### src/rtl/emc_pkg.sv
// Shared constants and types of the external memory pin control block.
// Assumes one core clock; all slower rates are one-cycle enables.
package emc_pkg;
  // Access sequencer states
  typedef enum logic [2:0] {
    ST_IDLE   = 3'b000,
    ST_SETUP  = 3'b001,
    ST_STROBE = 3'b010,
    ST_HOLD   = 3'b011,
    ST_HOST   = 3'b100
  } emc_state_t;
  // Memory type of a space
  localparam logic [1:0] TY_ASYNC = 2'h0;
  localparam logic [1:0] TY_SDRAM = 2'h1;
  localparam logic [1:0] TY_SYNC = 2'h2;
  // Memory width codes: 8, 16, 32, 64 bits
  localparam logic [1:0] WD_8 = 2'h0;
  localparam logic [1:0] WD_64 = 2'h3;
  // Word-address bits 31:30 that mark an external space; bits 29:28 pick the space
  localparam logic [1:0] SPACE_TOP = 2'h2;
  localparam int SPACE_LSB = 28;
  // Clock source strap codes and selected sources
  localparam logic [1:0] STRAP_CPU4 = 2'h1;
  localparam logic [1:0] STRAP_CPU6 = 2'h2;
  localparam logic [1:0] SRC_PIN = 2'h0;
  localparam logic [1:0] SRC_CPU4 = 2'h1;
  localparam logic [1:0] SRC_CPU6 = 2'h2;
  // Divider select codes for the divided output clock
  localparam logic [1:0] DIV_1 = 2'h0;
  localparam logic [1:0] DIV_2 = 2'h1;
  localparam logic [1:0] DIV_4 = 2'h2;
  // Least strobe length of an asynchronous access, in cycles
  localparam logic [1:0] ASYNC_STROBE_CYC = 2'h2;
  // Reset values
  localparam logic [7:0] BE_IDLE = 8'hff;
  localparam logic [3:0] CE_IDLE = 4'hf;
endpackage

### src/rtl/emc_clk_div.sv
// Divided memory output clock enable: one pulse every 1, 2 or 4 cycles.
// Assumes the core clock is the selected memory input clock.
`timescale 1ns/10ps
module emc_clk_div (
  // Clock and reset
  input wire logic i_core_clk,
  input wire logic i_reset_n,
  // Divisor select
  input wire logic [1:0] i_div_sel,
  // Divided clock enable
  output logic o_tick
);
  import emc_pkg::*;

  // Divider state
  typedef struct packed {
    logic [1:0] cnt;
    logic tick;
  } emc_div_t;

  emc_div_t r;
  emc_div_t n;
  logic [1:0] last;

  // Terminal count from the divisor select
  always_comb begin
    case (i_div_sel)
      DIV_2: last = 2'h1;
      DIV_4: last = 2'h3;
      default: last = 2'h0;
    endcase
  end

  // Count up and pulse at terminal count
  always_comb begin
    n = r;
    if (r.cnt >= last) begin
      n.cnt = 2'h0;
      n.tick = 1'b1;
    end else begin
      n.cnt = r.cnt + 2'h1;
      n.tick = 1'b0;
    end
  end

  // State register
  always_ff @(posedge i_core_clk) begin
    if (!i_reset_n) begin
      r <= '0;
    end else begin
      r <= n;
    end
  end

  assign o_tick = r.tick;
endmodule

### src/rtl/emc_pin_ctrl.sv
// External memory pin control: space enables, byte selects, shared strobes,
// host bus arbitration, clock source strap capture and output clock enables.
// Assumes i_core_clk is the selected memory input clock and inputs are synchronous.
`timescale 1ns/10ps
module emc_pin_ctrl (
  // Clock and reset
  input wire logic i_core_clk,
  input wire logic i_reset_n,
  // Access request from the core
  input wire logic i_acc_req,
  input wire logic i_acc_write,
  input wire logic [31:0] i_ext_word_addr,
  input wire logic [2:0] i_acc_byte_lo,
  input wire logic [1:0] i_acc_size,
  input wire logic i_acc_periph,
  output logic o_acc_ready,
  output logic o_acc_done,
  // Space configuration, two bits of type and one read select per space
  input wire logic [7:0] i_space_types,
  input wire logic [3:0] i_read_en_select,
  input wire logic [1:0] i_mem_width,
  // Ready from slow asynchronous targets
  input wire logic i_async_ready_in,
  // Host arbitration
  input wire logic i_host_hold_req,
  output logic o_host_hold_ack,
  output logic o_own_bus_req,
  output logic o_bus_drive_en,
  // Clock straps and divider select
  input wire logic [1:0] i_clk_strap,
  input wire logic [1:0] i_clk_div_sel,
  output logic [1:0] o_clk_src_sel,
  output logic o_mem_clk_out_full,
  output logic o_mem_clk_out_div,
  // Memory pins, active low
  output logic [3:0] o_space_enable_out_n,
  output logic [7:0] o_byte_select_out_n,
  output logic o_shared_rd_strobe_n,
  output logic o_shared_oe_strobe_n,
  output logic o_shared_we_strobe_n,
  output logic o_fifo_space_out_en_n,
  output logic o_periph_transfer_strobe_n
);
  import emc_pkg::*;

  // Whole state of the block
  typedef struct packed {
    emc_state_t st;
    logic [1:0] cnt;
    logic wr;
    logic [1:0] sp;
    logic [1:0] ty;
    logic rensel;
    logic per;
    logic [7:0] be;
    logic strap_done;
    logic [1:0] clk_src;
    logic full_en;
    logic [3:0] ce_n;
    logic [7:0] be_n;
    logic rd_n;
    logic oe_n;
    logic we_n;
    logic fifo_oe_n;
    logic pdt_n;
  } emc_ctrl_t;
  emc_ctrl_t r;
  emc_ctrl_t n;
  logic acc_valid; // Address falls in an external space
  logic [1:0] acc_sp; // Space picked by address bits 29:28
  logic [7:0] lane_mask; // Lanes touched by this access
  logic done;
  // Space decode from the top word-address bits
  assign acc_sp = i_ext_word_addr[SPACE_LSB+1:SPACE_LSB];
  assign acc_valid = i_ext_word_addr[31:30] == SPACE_TOP;
  // Lane mask from width, low address and size
  always_comb begin
    logic [3:0] lanes;
    logic [3:0] sz;
    logic [2:0] off;
    logic [15:0] m;
    lanes = 4'h1 << i_mem_width;
    sz = 4'h1 << i_acc_size;
    if (sz > lanes) begin
      sz = lanes;
    end
    off = i_acc_byte_lo & 3'(lanes - 4'h1);
    m = 16'(((16'h1 << sz) - 16'h1) << off);
    if (!i_acc_write) begin
      m = 16'((16'h1 << lanes) - 16'h1);
    end
    lane_mask = m[7:0] & 8'(((16'h1 << lanes) - 16'h1));
  end
  // Ready to take an access when idle, straps caught, the address in an external space and no host wants the bus
  assign o_acc_ready = r.st == ST_IDLE && !i_host_hold_req && acc_valid && r.strap_done;
  // Next state and next pin values
  always_comb begin
    n = r;
    done = 1'b0;
    // Catch the straps once, on the first cycle after reset release
    if (!r.strap_done) begin
      n.strap_done = 1'b1;
      case (i_clk_strap)
        STRAP_CPU4: n.clk_src = SRC_CPU4;
        STRAP_CPU6: n.clk_src = SRC_CPU6;
        default: n.clk_src = SRC_PIN;
      endcase
    end
    n.full_en = 1'b1;
    case (r.st)
      // Take host first, else an access
      ST_IDLE: begin
        if (i_host_hold_req) begin
          n.st = ST_HOST;
        end else if (o_acc_ready && i_acc_req) begin
          n.st = ST_SETUP;
          n.wr = i_acc_write;
          n.sp = acc_sp;
          n.ty = i_space_types[2*acc_sp +: 2];
          n.rensel = i_read_en_select[acc_sp];
          n.per = i_acc_periph;
          n.be = lane_mask;
        end
      end
      // Address setup, SDRAM row strobe
      ST_SETUP: begin
        n.st = ST_STROBE;
        n.cnt = 2'h1;
      end
      // Strobe phase; asynchronous targets may stretch it
      ST_STROBE: begin
        if (r.ty == TY_ASYNC && (r.cnt < ASYNC_STROBE_CYC || !i_async_ready_in)) begin
          n.cnt = (r.cnt < ASYNC_STROBE_CYC) ? r.cnt + 2'h1 : r.cnt;
        end else begin
          n.st = ST_HOLD;
        end
      end
      // Hold phase ends the access
      ST_HOLD: begin
        n.st = ST_IDLE;
        done = 1'b1;
      end
      // Bus granted to the host until it drops its request
      ST_HOST: begin
        if (!i_host_hold_req) begin
          n.st = ST_IDLE;
        end
      end
      default: n.st = ST_IDLE;
    endcase
    // Pin values for the next state
    n.ce_n = CE_IDLE;
    n.be_n = BE_IDLE;
    n.rd_n = 1'b1;
    n.oe_n = 1'b1;
    n.we_n = 1'b1;
    n.fifo_oe_n = 1'b1;
    n.pdt_n = 1'b1;
    if (n.st == ST_SETUP || n.st == ST_STROBE || n.st == ST_HOLD) begin
      n.ce_n[n.sp] = 1'b0;
      n.be_n = ~n.be;
      n.pdt_n = !n.per;
    end
    if (n.st == ST_SETUP && n.ty == TY_SDRAM) begin
      n.oe_n = 1'b0;
    end
    if (n.st == ST_STROBE) begin
      case (n.ty)
        TY_ASYNC: begin
          n.rd_n = n.wr;
          n.oe_n = n.wr;
          n.we_n = !n.wr;
        end
        TY_SDRAM: begin
          n.rd_n = 1'b0;
          n.we_n = !n.wr;
        end
        TY_SYNC: begin
          n.rd_n = n.rensel ? n.wr : 1'b0;
          n.oe_n = n.wr;
          n.we_n = !n.wr;
          n.fifo_oe_n = !(n.sp == 2'h3 && !n.wr);
        end
        default: n.rd_n = 1'b1;
      endcase
    end
  end

  // State register
  always_ff @(posedge i_core_clk) begin
    if (!i_reset_n) begin
      r <= '{st: ST_IDLE, clk_src: SRC_PIN, ce_n: CE_IDLE, be_n: BE_IDLE,
             rd_n: 1'b1, oe_n: 1'b1, we_n: 1'b1, fifo_oe_n: 1'b1, pdt_n: 1'b1, default: '0};
    end else begin
      r <= n;
    end
  end
  // Divided output clock enable
  emc_clk_div u_div (
    .i_core_clk (i_core_clk),
    .i_reset_n (i_reset_n),
    .i_div_sel (i_clk_div_sel),
    .o_tick (o_mem_clk_out_div)
  );
  // Output assignments
  assign o_acc_done = done;
  assign o_host_hold_ack = r.st == ST_HOST;
  assign o_bus_drive_en = r.st != ST_HOST;
  assign o_own_bus_req = r.st == ST_HOST && i_acc_req;
  assign o_clk_src_sel = r.clk_src;
  assign o_mem_clk_out_full = r.full_en;
  assign o_space_enable_out_n = r.ce_n;
  assign o_byte_select_out_n = r.be_n;
  assign o_shared_rd_strobe_n = r.rd_n;
  assign o_shared_oe_strobe_n = r.oe_n;
  assign o_shared_we_strobe_n = r.we_n;
  assign o_fifo_space_out_en_n = r.fifo_oe_n;
  assign o_periph_transfer_strobe_n = r.pdt_n;
endmodule

### config.mk
export PLATFORM = sky130hd
export DESIGN_NAME = emc_pin_ctrl
export DESIGN_NICKNAME = d
export VERILOG_FILES = /design/src/rtl/emc_pkg.sv /design/src/rtl/emc_clk_div.sv /design/src/rtl/emc_pin_ctrl.sv
export SDC_FILE = /design/constraint.sdc
export NUM_CORES = 1
export LEC_CHECK = 0
export BUFFER_PORTS_ARGS = -buffer_cell sky130_fd_sc_hd__clkbuf_2
export CELL_PAD_IN_SITES_DETAIL_PLACEMENT = 1
export CELL_PAD_IN_SITES_GLOBAL_PLACEMENT = 1
export CORE_MARGIN = 1
export CORE_UTILIZATION = 39
export DETAILED_ROUTE_END_ITERATION = 10
export PLACE_DENSITY = 0.86
export SLEW_MARGIN = 10
export SYNTH_ARGS = -nofsm -noshare
export SYNTH_HDL_FRONTEND = slang
export SYNTH_SLANG_ARGS = --single-unit
### constraint.sdc
create_clock -name i_core_clk -period 5.33 [get_ports i_core_clk]
set_input_delay 1.066 -clock i_core_clk [delete_from_list [all_inputs] [get_ports i_core_clk]]
set_output_delay 1.066 -clock i_core_clk [all_outputs]
set_load 0.05 [all_outputs]
Yosys cells after proc, flatten, opt, wreduce, memory -nomap -nowiden
Cells that the tools add are included.
W data, S select, Z words.
- bits in registers: 44
- word-level logic and storage cells: 120
- output and inout bits: 26
- input bits: 62
- equality and inequality tests: 18
- shift-type cells: 6
- reduce and logical (&&, ||, !) cells: 29
- multiplexer cells: 31
- bitwise gates (word level): 5
- $add $sub $neg: 5
- $lt $le $gt $ge: 6
- operator list (operator ; number):
    $mux W15 ; 3
    $mux W18 ; 1
    $shl A1 B4 Y16 const A ; 1
    $shl A16 B3 Y8 ; 1
    $sub A16 B1 Y16 const B ; 1
    $eq A3 B2 Y1 const B ; 4
    $mux W12 ; 1
    $mux W3 ; 4
    $pmux W2 S2 ; 3
    $pmux W3 S4 ; 1
    $eq A2 B2 Y1 const B ; 5
    $mux W1 ; 10
    $logic_and A1 B1 Y1 ; 9
    $reduce_and A3 Y1 ; 3
    $and A8 B8 Y8 ; 1
    $mux W4 ; 2
    $mux W8 ; 1
    $not A8 Y8 ; 1
    $shiftx A8 B4 Y2 ; 1
    $shl A1 B2 Y4 const A ; 2
    $shl A1 B4 Y8 const A ; 1
    $sub A8 B1 Y8 const B ; 1
    $eq A2 B1 Y1 const B ; 3
    $eq A3 B1 Y1 const B ; 2
    25 further kinds ; 38

Logic depth before layout (Yosys ltp)
- depth after elaboration: 18
- depth in mapped cells: 16

Modules after synthesis
From an unflattened synthesis, not the netlist that was laid out.
- cells, all modules: 308
- area, all modules: 2543.7 sq um
- modules (own cells, without submodules) (module ; seq. area each (sq um) ; times used ; area an instance (sq um) ; cells each):
    emc_pin_ctrl ; 820.8 ; 1 ; 2388.5 ; 292
    emc_clk_div ; 60.1 ; 1 ; 155.1 ; 16

Worst setup path before layout
OpenSTA, ideal clock, no wires.
- kind: input-to-reg
- start point: input i_acc_size[1]
- end point: register r (netlist bit o_byte_select_out_n[5])
- path buffers: 1
- arrival: 3780 ps
- cell stages on the path: 13
- slack: 1416 ps
- setup time: 134 ps
- data required time: 5196 ps
- cells stage by stage: buf_4 > or2_2 > ha_1 > a21boi_1 > o211ai_1 > a32oi_2 > nor2_1 > a21oi_1 > ha_1 > o2111ai_1 > a32oi_1 > a221oi_1 > or4b_1
- word-level cells in the longest chain between the ends: 12
- ends and longest elaborated chain (what ; line ; text):
    start, declared ; emc_pin_ctrl.sv:14 ; input wire logic [1:0] i_acc_size,
    $shl A1 B2 Y4 (*) ; emc_pin_ctrl.sv:83 ; sz = 4'h1 << i_acc_size;
    $gt A4 B4 Y1 ; emc_pin_ctrl.sv:84 ; if (sz > lanes) begin
    $mux W4 (*) ; emc_pin_ctrl.sv:84 ;
    $shl A1 B4 Y16 (*) ; emc_pin_ctrl.sv:88 ; m = 16'(((16'h1 << sz) - 16'h1) << off);
    $sub A16 B1 Y16 (*) ; emc_pin_ctrl.sv:88 ;
    $shl A16 B3 Y8 (*) ; emc_pin_ctrl.sv:88 ;
    $mux W8 (*) ; emc_pin_ctrl.sv:89 ; if (!i_acc_write) begin
    $and A8 B8 Y8 (*) ; emc_pin_ctrl.sv:92 ; lane_mask = m[7:0] & 8'(((16'h1 << lanes) - 16'h1));
    $mux W15 (*) ; emc_pin_ctrl.sv:115 ; end else if (o_acc_ready && i_acc_req) begin
    $mux W15 (*) ; emc_pin_ctrl.sv:113 ; if (i_host_hold_req) begin
    $mux W15 (*) ; emc_pin_ctrl.sv:110 ; case (r.st)
    $not A8 Y8 (*) ; emc_pin_ctrl.sv:161 ; n.be_n = ~n.be;
    end signal, assigned ; emc_pin_ctrl.sv:192 ; r <= '{st: ST_IDLE, clk_src: SRC_PIN, ce_n: CE_IDLE, be_n: BE_IDLE,
    end signal, assigned ; emc_pin_ctrl.sv:195 ; r <= n;
    end, declared ; emc_pin_ctrl.sv:67 ; emc_ctrl_t r;
Every way passes the cells marked *; elsewhere a longest branch is shown, timed or not.
A chain may end at the register's enable or synchronous reset.

Final worst setup path
- start point: input i_mem_width[1]
- end point: register r (netlist bit o_byte_select_out_n[5])
- word-level cells in the longest chain between the ends: 12
- elaborated cells on any way between the ends: 16
- ends and longest elaborated chain (what ; line ; text):
    start, declared ; emc_pin_ctrl.sv:21 ; input wire logic [1:0] i_mem_width,
    $shl A1 B2 Y4 (*) ; emc_pin_ctrl.sv:82 ; lanes = 4'h1 << i_mem_width;
    $gt A4 B4 Y1 ; emc_pin_ctrl.sv:84 ;
    $mux W4 ; emc_pin_ctrl.sv:84 ;
    $shl A1 B4 Y16 ; emc_pin_ctrl.sv:88 ;
    $sub A16 B1 Y16 ; emc_pin_ctrl.sv:88 ;
    $shl A16 B3 Y8 ; emc_pin_ctrl.sv:88 ;
    $mux W8 ; emc_pin_ctrl.sv:89 ;
    $and A8 B8 Y8 (*) ; emc_pin_ctrl.sv:92 ;
    $mux W15 (*) ; emc_pin_ctrl.sv:115 ;
    $mux W15 (*) ; emc_pin_ctrl.sv:113 ;
    $mux W15 (*) ; emc_pin_ctrl.sv:110 ;
    $not A8 Y8 (*) ; emc_pin_ctrl.sv:161 ;
Marks and branches as above.

==> impl_metrics.env <==
export IMPL_outcome="completed"
export IMPL_cts_buffers_inserted=5
export IMPL_setup_violations_final=0
export IMPL_synth_area_leaders="dfxtp_1 (34%), buf_4 (4.6%), nand2_1 (4.6%)"
export IMPL_die_area_um2=7000
export IMPL_path_class="input pin to register"
export IMPL_syn_inst=304
export IMPL_nature_of_the_critical_path_startpoint="input pin"
export IMPL_fill_cells=814
export IMPL_synth_async_reset_ratio_pct=0
export IMPL_area_growth_synth_to_final_pct=11.4
export IMPL_period_needed_ns=4.17
export IMPL_first_iteration_detailed_routing_drc_count=81
export IMPL_drc_errors=0
export IMPL_tritoncts="yes"
export IMPL_avgViaCountPerCell=5.60
export IMPL_drt_first_pass_iters=4
export IMPL_synth_yosys_seq_area_share_pct=33.9
export IMPL_boundaryPins=88
export IMPL_report_final_slew_viol_count=0
export IMPL_timing_worst_slew_pin_value_ns=0.503
export IMPL_grt_max_degree=28
export IMPL_starting_density_pct=40.7
export IMPL_weighted_congestion_at_the_end_of_routability_driven_global_placement=0.890
export IMPL_cts_repair_resized_insts=0
export IMPL_share_clk_of_total_power_pct=29.9
export IMPL_worst_endpoint_required_ns=5.51
export IMPL_insertion_delay_ns=0.30
export IMPL_p_sw_share_pct=31.2
export IMPL_num_vias=2357
export IMPL_total_placed_cells_including_tap_cells=413
export IMPL_aggregate_routed_wire_length_mm=6.56
export IMPL_post_synth_top_area_fraction_pct=33.9
export IMPL_post_synth_num_cell_types=68
export IMPL_postSynthNetCount=372
export IMPL_wire_per_inst_um=15.6
export IMPL_leakage_nw=1.22
export IMPL_relSlewSlack_pct=66.3
export IMPL_insertedDiodeCount=0
export IMPL_synth_edf_count=0
export IMPL_synth_main_ff_cell="dfxtp_1"
export IMPL_grt_antenna_before_repair=0
export IMPL_max_vdd_drop_mv=0.162
export IMPL_antenna_left=0
export IMPL_row_count=29
export IMPL_track_usage_pct=19.4
export IMPL_grt_pass1_vias=2315
export IMPL_global_route_overflow_total=0
export IMPL_worst_setup_hold_path_clk_slew_ns=0.08
export IMPL_global_route_wire_length_before_repair_mm=11.1
export IMPL_place_detailed_hpwl_mm=5.00
export IMPL_placement_cell_area_um2=2810
export IMPL_max_cap_violations=0
export IMPL_post_synth_instance_area_um2=2600
export IMPL_post_synth_top_area_cell="dfxtp_1"
export IMPL_timing_clock_skew_ns=0.00980
export IMPL_cellInternalPower_mw=0.485
export IMPL_core_outline_area_um2=6390
export IMPL_fin_area_um2=2900
export IMPL_layout_cells_non_filler=421
export IMPL_cp_end_kind="register"
export IMPL_timing_fmax_mhz=240
export IMPL_synth_yosys_warnings=0
export IMPL_postCtsHoldBufs=0
export IMPL_maximum_fanout_along_the_worst_path=17
export IMPL_die_height_um=83.7
export IMPL_h_tree_depth=2
export IMPL_cts_sinks=44
export IMPL_fin_setup_tns_ns=0
export IMPL_critPathArrivalTime_ns=4.35
export IMPL_cts_root_buf="clkbuf_8"
export IMPL_clk_path_buf_depth=2
export IMPL_postSynthRegisterBits=44
export IMPL_hold_viol=0
export IMPL_timing_final_crit_share_pct=78.2
export IMPL_grt_setup_unrepaired="false"
export IMPL_post_route_cells_drive_above_1_share_pct=23.8
export IMPL_placement_io_buffers=59
export IMPL_die_w_um=83.7
export IMPL_cellPowerDensity_nw_per_um2=243
export IMPL_final_nets=411
export IMPL_comb_power_share_pct=21.8
export IMPL_avgSynthCellArea_um2=8.56
export IMPL_post_cts_repair_setup_buffers=0
export IMPL_min_path_type="register to register"
export IMPL_switching_power_mw=0.220
export IMPL_seq_power_share_pct=48.3
## final timing paths
check                                           end  cells past startpoint  slack, ns              from
setup reg to reg    o_shared_oe_strobe_n$_SDFF_PN1_                      7       2.68  r[20]$_SDFF_PN0_
setup / recovery  o_byte_select_out_n[5]$_SDFF_PN1_                     13       1.16    i_mem_width[1]
hold reg to reg   o_byte_select_out_n[7]$_SDFF_PN1_                      1       0.45          register
hold / removal    o_byte_select_out_n[7]$_SDFF_PN1_                      1       0.45          register
## metal layers
layer | GRT usage (%) | wire length [um]
met5 | 0 | 0
met4 | 3.54 | 38
met3 | 4.75 | 289
met2 | 33.2 | 3240
met1 | 24.8 | 2990
## placed cells by master, fill, tap and decap left out, drive strengths merged, types with 5 or more instances in the layout
cell | Yosys | layout
nand2 | 32 | 32
a21boi | 7 | 7
a21oi | 17 | 17
clkbuf | 10 | 64
and2 | 10 | 10
inv | 10 | 10
dfxtp | 44 | 44
nand3 | 9 | 9
ha | 6 | 6
o21ai | 15 | 15
o211ai | 6 | 6
nor2 | 20 | 20
o31ai | 5 | 5
nor2b | 8 | 8
nor3b | 6 | 6
nand2b | 9 | 9
## power groups by stage
stage | logic (mW) | registers, mW | clock network (mW)
finish | 0.153 | 0.340 | 0.211
global route | 0.169 | 0.342 | 0.233
CTS | 0.153 | 0.341 | 0.216
detailed placement | 0.152 | 0.348 | 0
global placement | 0.146 | 0.347 | 0
floorplan | 0.108 | 0.353 | 0
## cell families after synthesis
family	count (synthesis)	synth area share, %
buffers and inverters	39	8.99
muxes	7	4.14
DFF	44	33.9
AOI/OAI and AO/OA	83	23.3
and+or+nand+nor	121	25.6
xor gates and xnor gates	2	0.674
adders and majority gates	7	3.27
other	1	0.144
## worst max-delay path, cell delays in order
cell and delay, ns:
clkbuf_2 0.28, nand2_1 0.16, ha_1 0.42, and2b_1 0.15
o21ai_1 0.14, a32oi_2 0.47, nor2_1 0.08, a21oi_1 0.14
ha_1 0.23, o2111ai_1 0.25, a32oi_1 0.27, a221oi_1 0.12
or4b_1 0.54
## cells in the mapped netlist (3+ instances only)
| cell | count |
|---|---|
| a211oi_1 | 4 |
| ha_1 | 6 |
| buf_4 | 16 |
| and3_1 | 4 |
| a31oi_1 | 3 |
| o211ai_1 | 6 |
| nor3b_1 | 6 |
| nor2b_1 | 8 |
| dfxtp_1 | 44 |
| inv_1 | 10 |
| clkbuf_1 | 9 |
| a21o_1 | 3 |
| o21ai_0 | 13 |
| mux4_2 | 3 |
| mux2i_1 | 4 |
| o31ai_1 | 5 |
| nor2_1 | 20 |
| a21boi_0 | 6 |
| and2_1 | 8 |
| o211a_1 | 3 |
| nand3_1 | 9 |
| nand2_1 | 32 |
| a21oi_1 | 17 |
| nor3_1 | 3 |
| nand2b_1 | 9 |
## final cells by class
class | instances | area (um^2) | area share [%]
inverters | 10 | 37.5 | 1.29
clock buffers | 5 | 68.8 | 2.37
flip-flops and latches | 44 | 881 | 30.4
clock inverters | 3 | 18.8 | 0.647
multi-input cells | 221 | 1490 | 51.3
repair buffers | 61 | 310 | 10.7
well taps | 77 | 96.3 | 3.32
## stage by stage
step | utilization (%) | power, mW | hold slack, ns | worst slack, ns
after floorplan | - | 0.461 | 0.409 | 1.42
after global placement | 44.0 | 0.493 | 0.423 | 0.979
after detailed placement | 44.0 | 0.501 | 0.435 | 0.886
after CTS | 45.4 | 0.709 | 0.448 | 1.21
after global routing | 45.4 | 0.744 | 0.485 | 0.862
final | 45.4 | 0.705 | 0.452 | 1.16
## sequential cells by signal, indices dropped and copies added, names as in the netlist, named ones only
signal and flops:
o_shared_we_strobe_n 1, o_byte_select_out_n 8, o_space_enable_out_n 4, r 20
o_shared_rd_strobe_n 1, o_mem_clk_out_full 1, u_div.o_tick 1, u_div.r 2
o_shared_oe_strobe_n 1, o_fifo_space_out_en_n 1, o_clk_src_sel 2, o_periph_transfer_strobe_n 1
No activity file was read; power rests on OpenSTA's default activity.
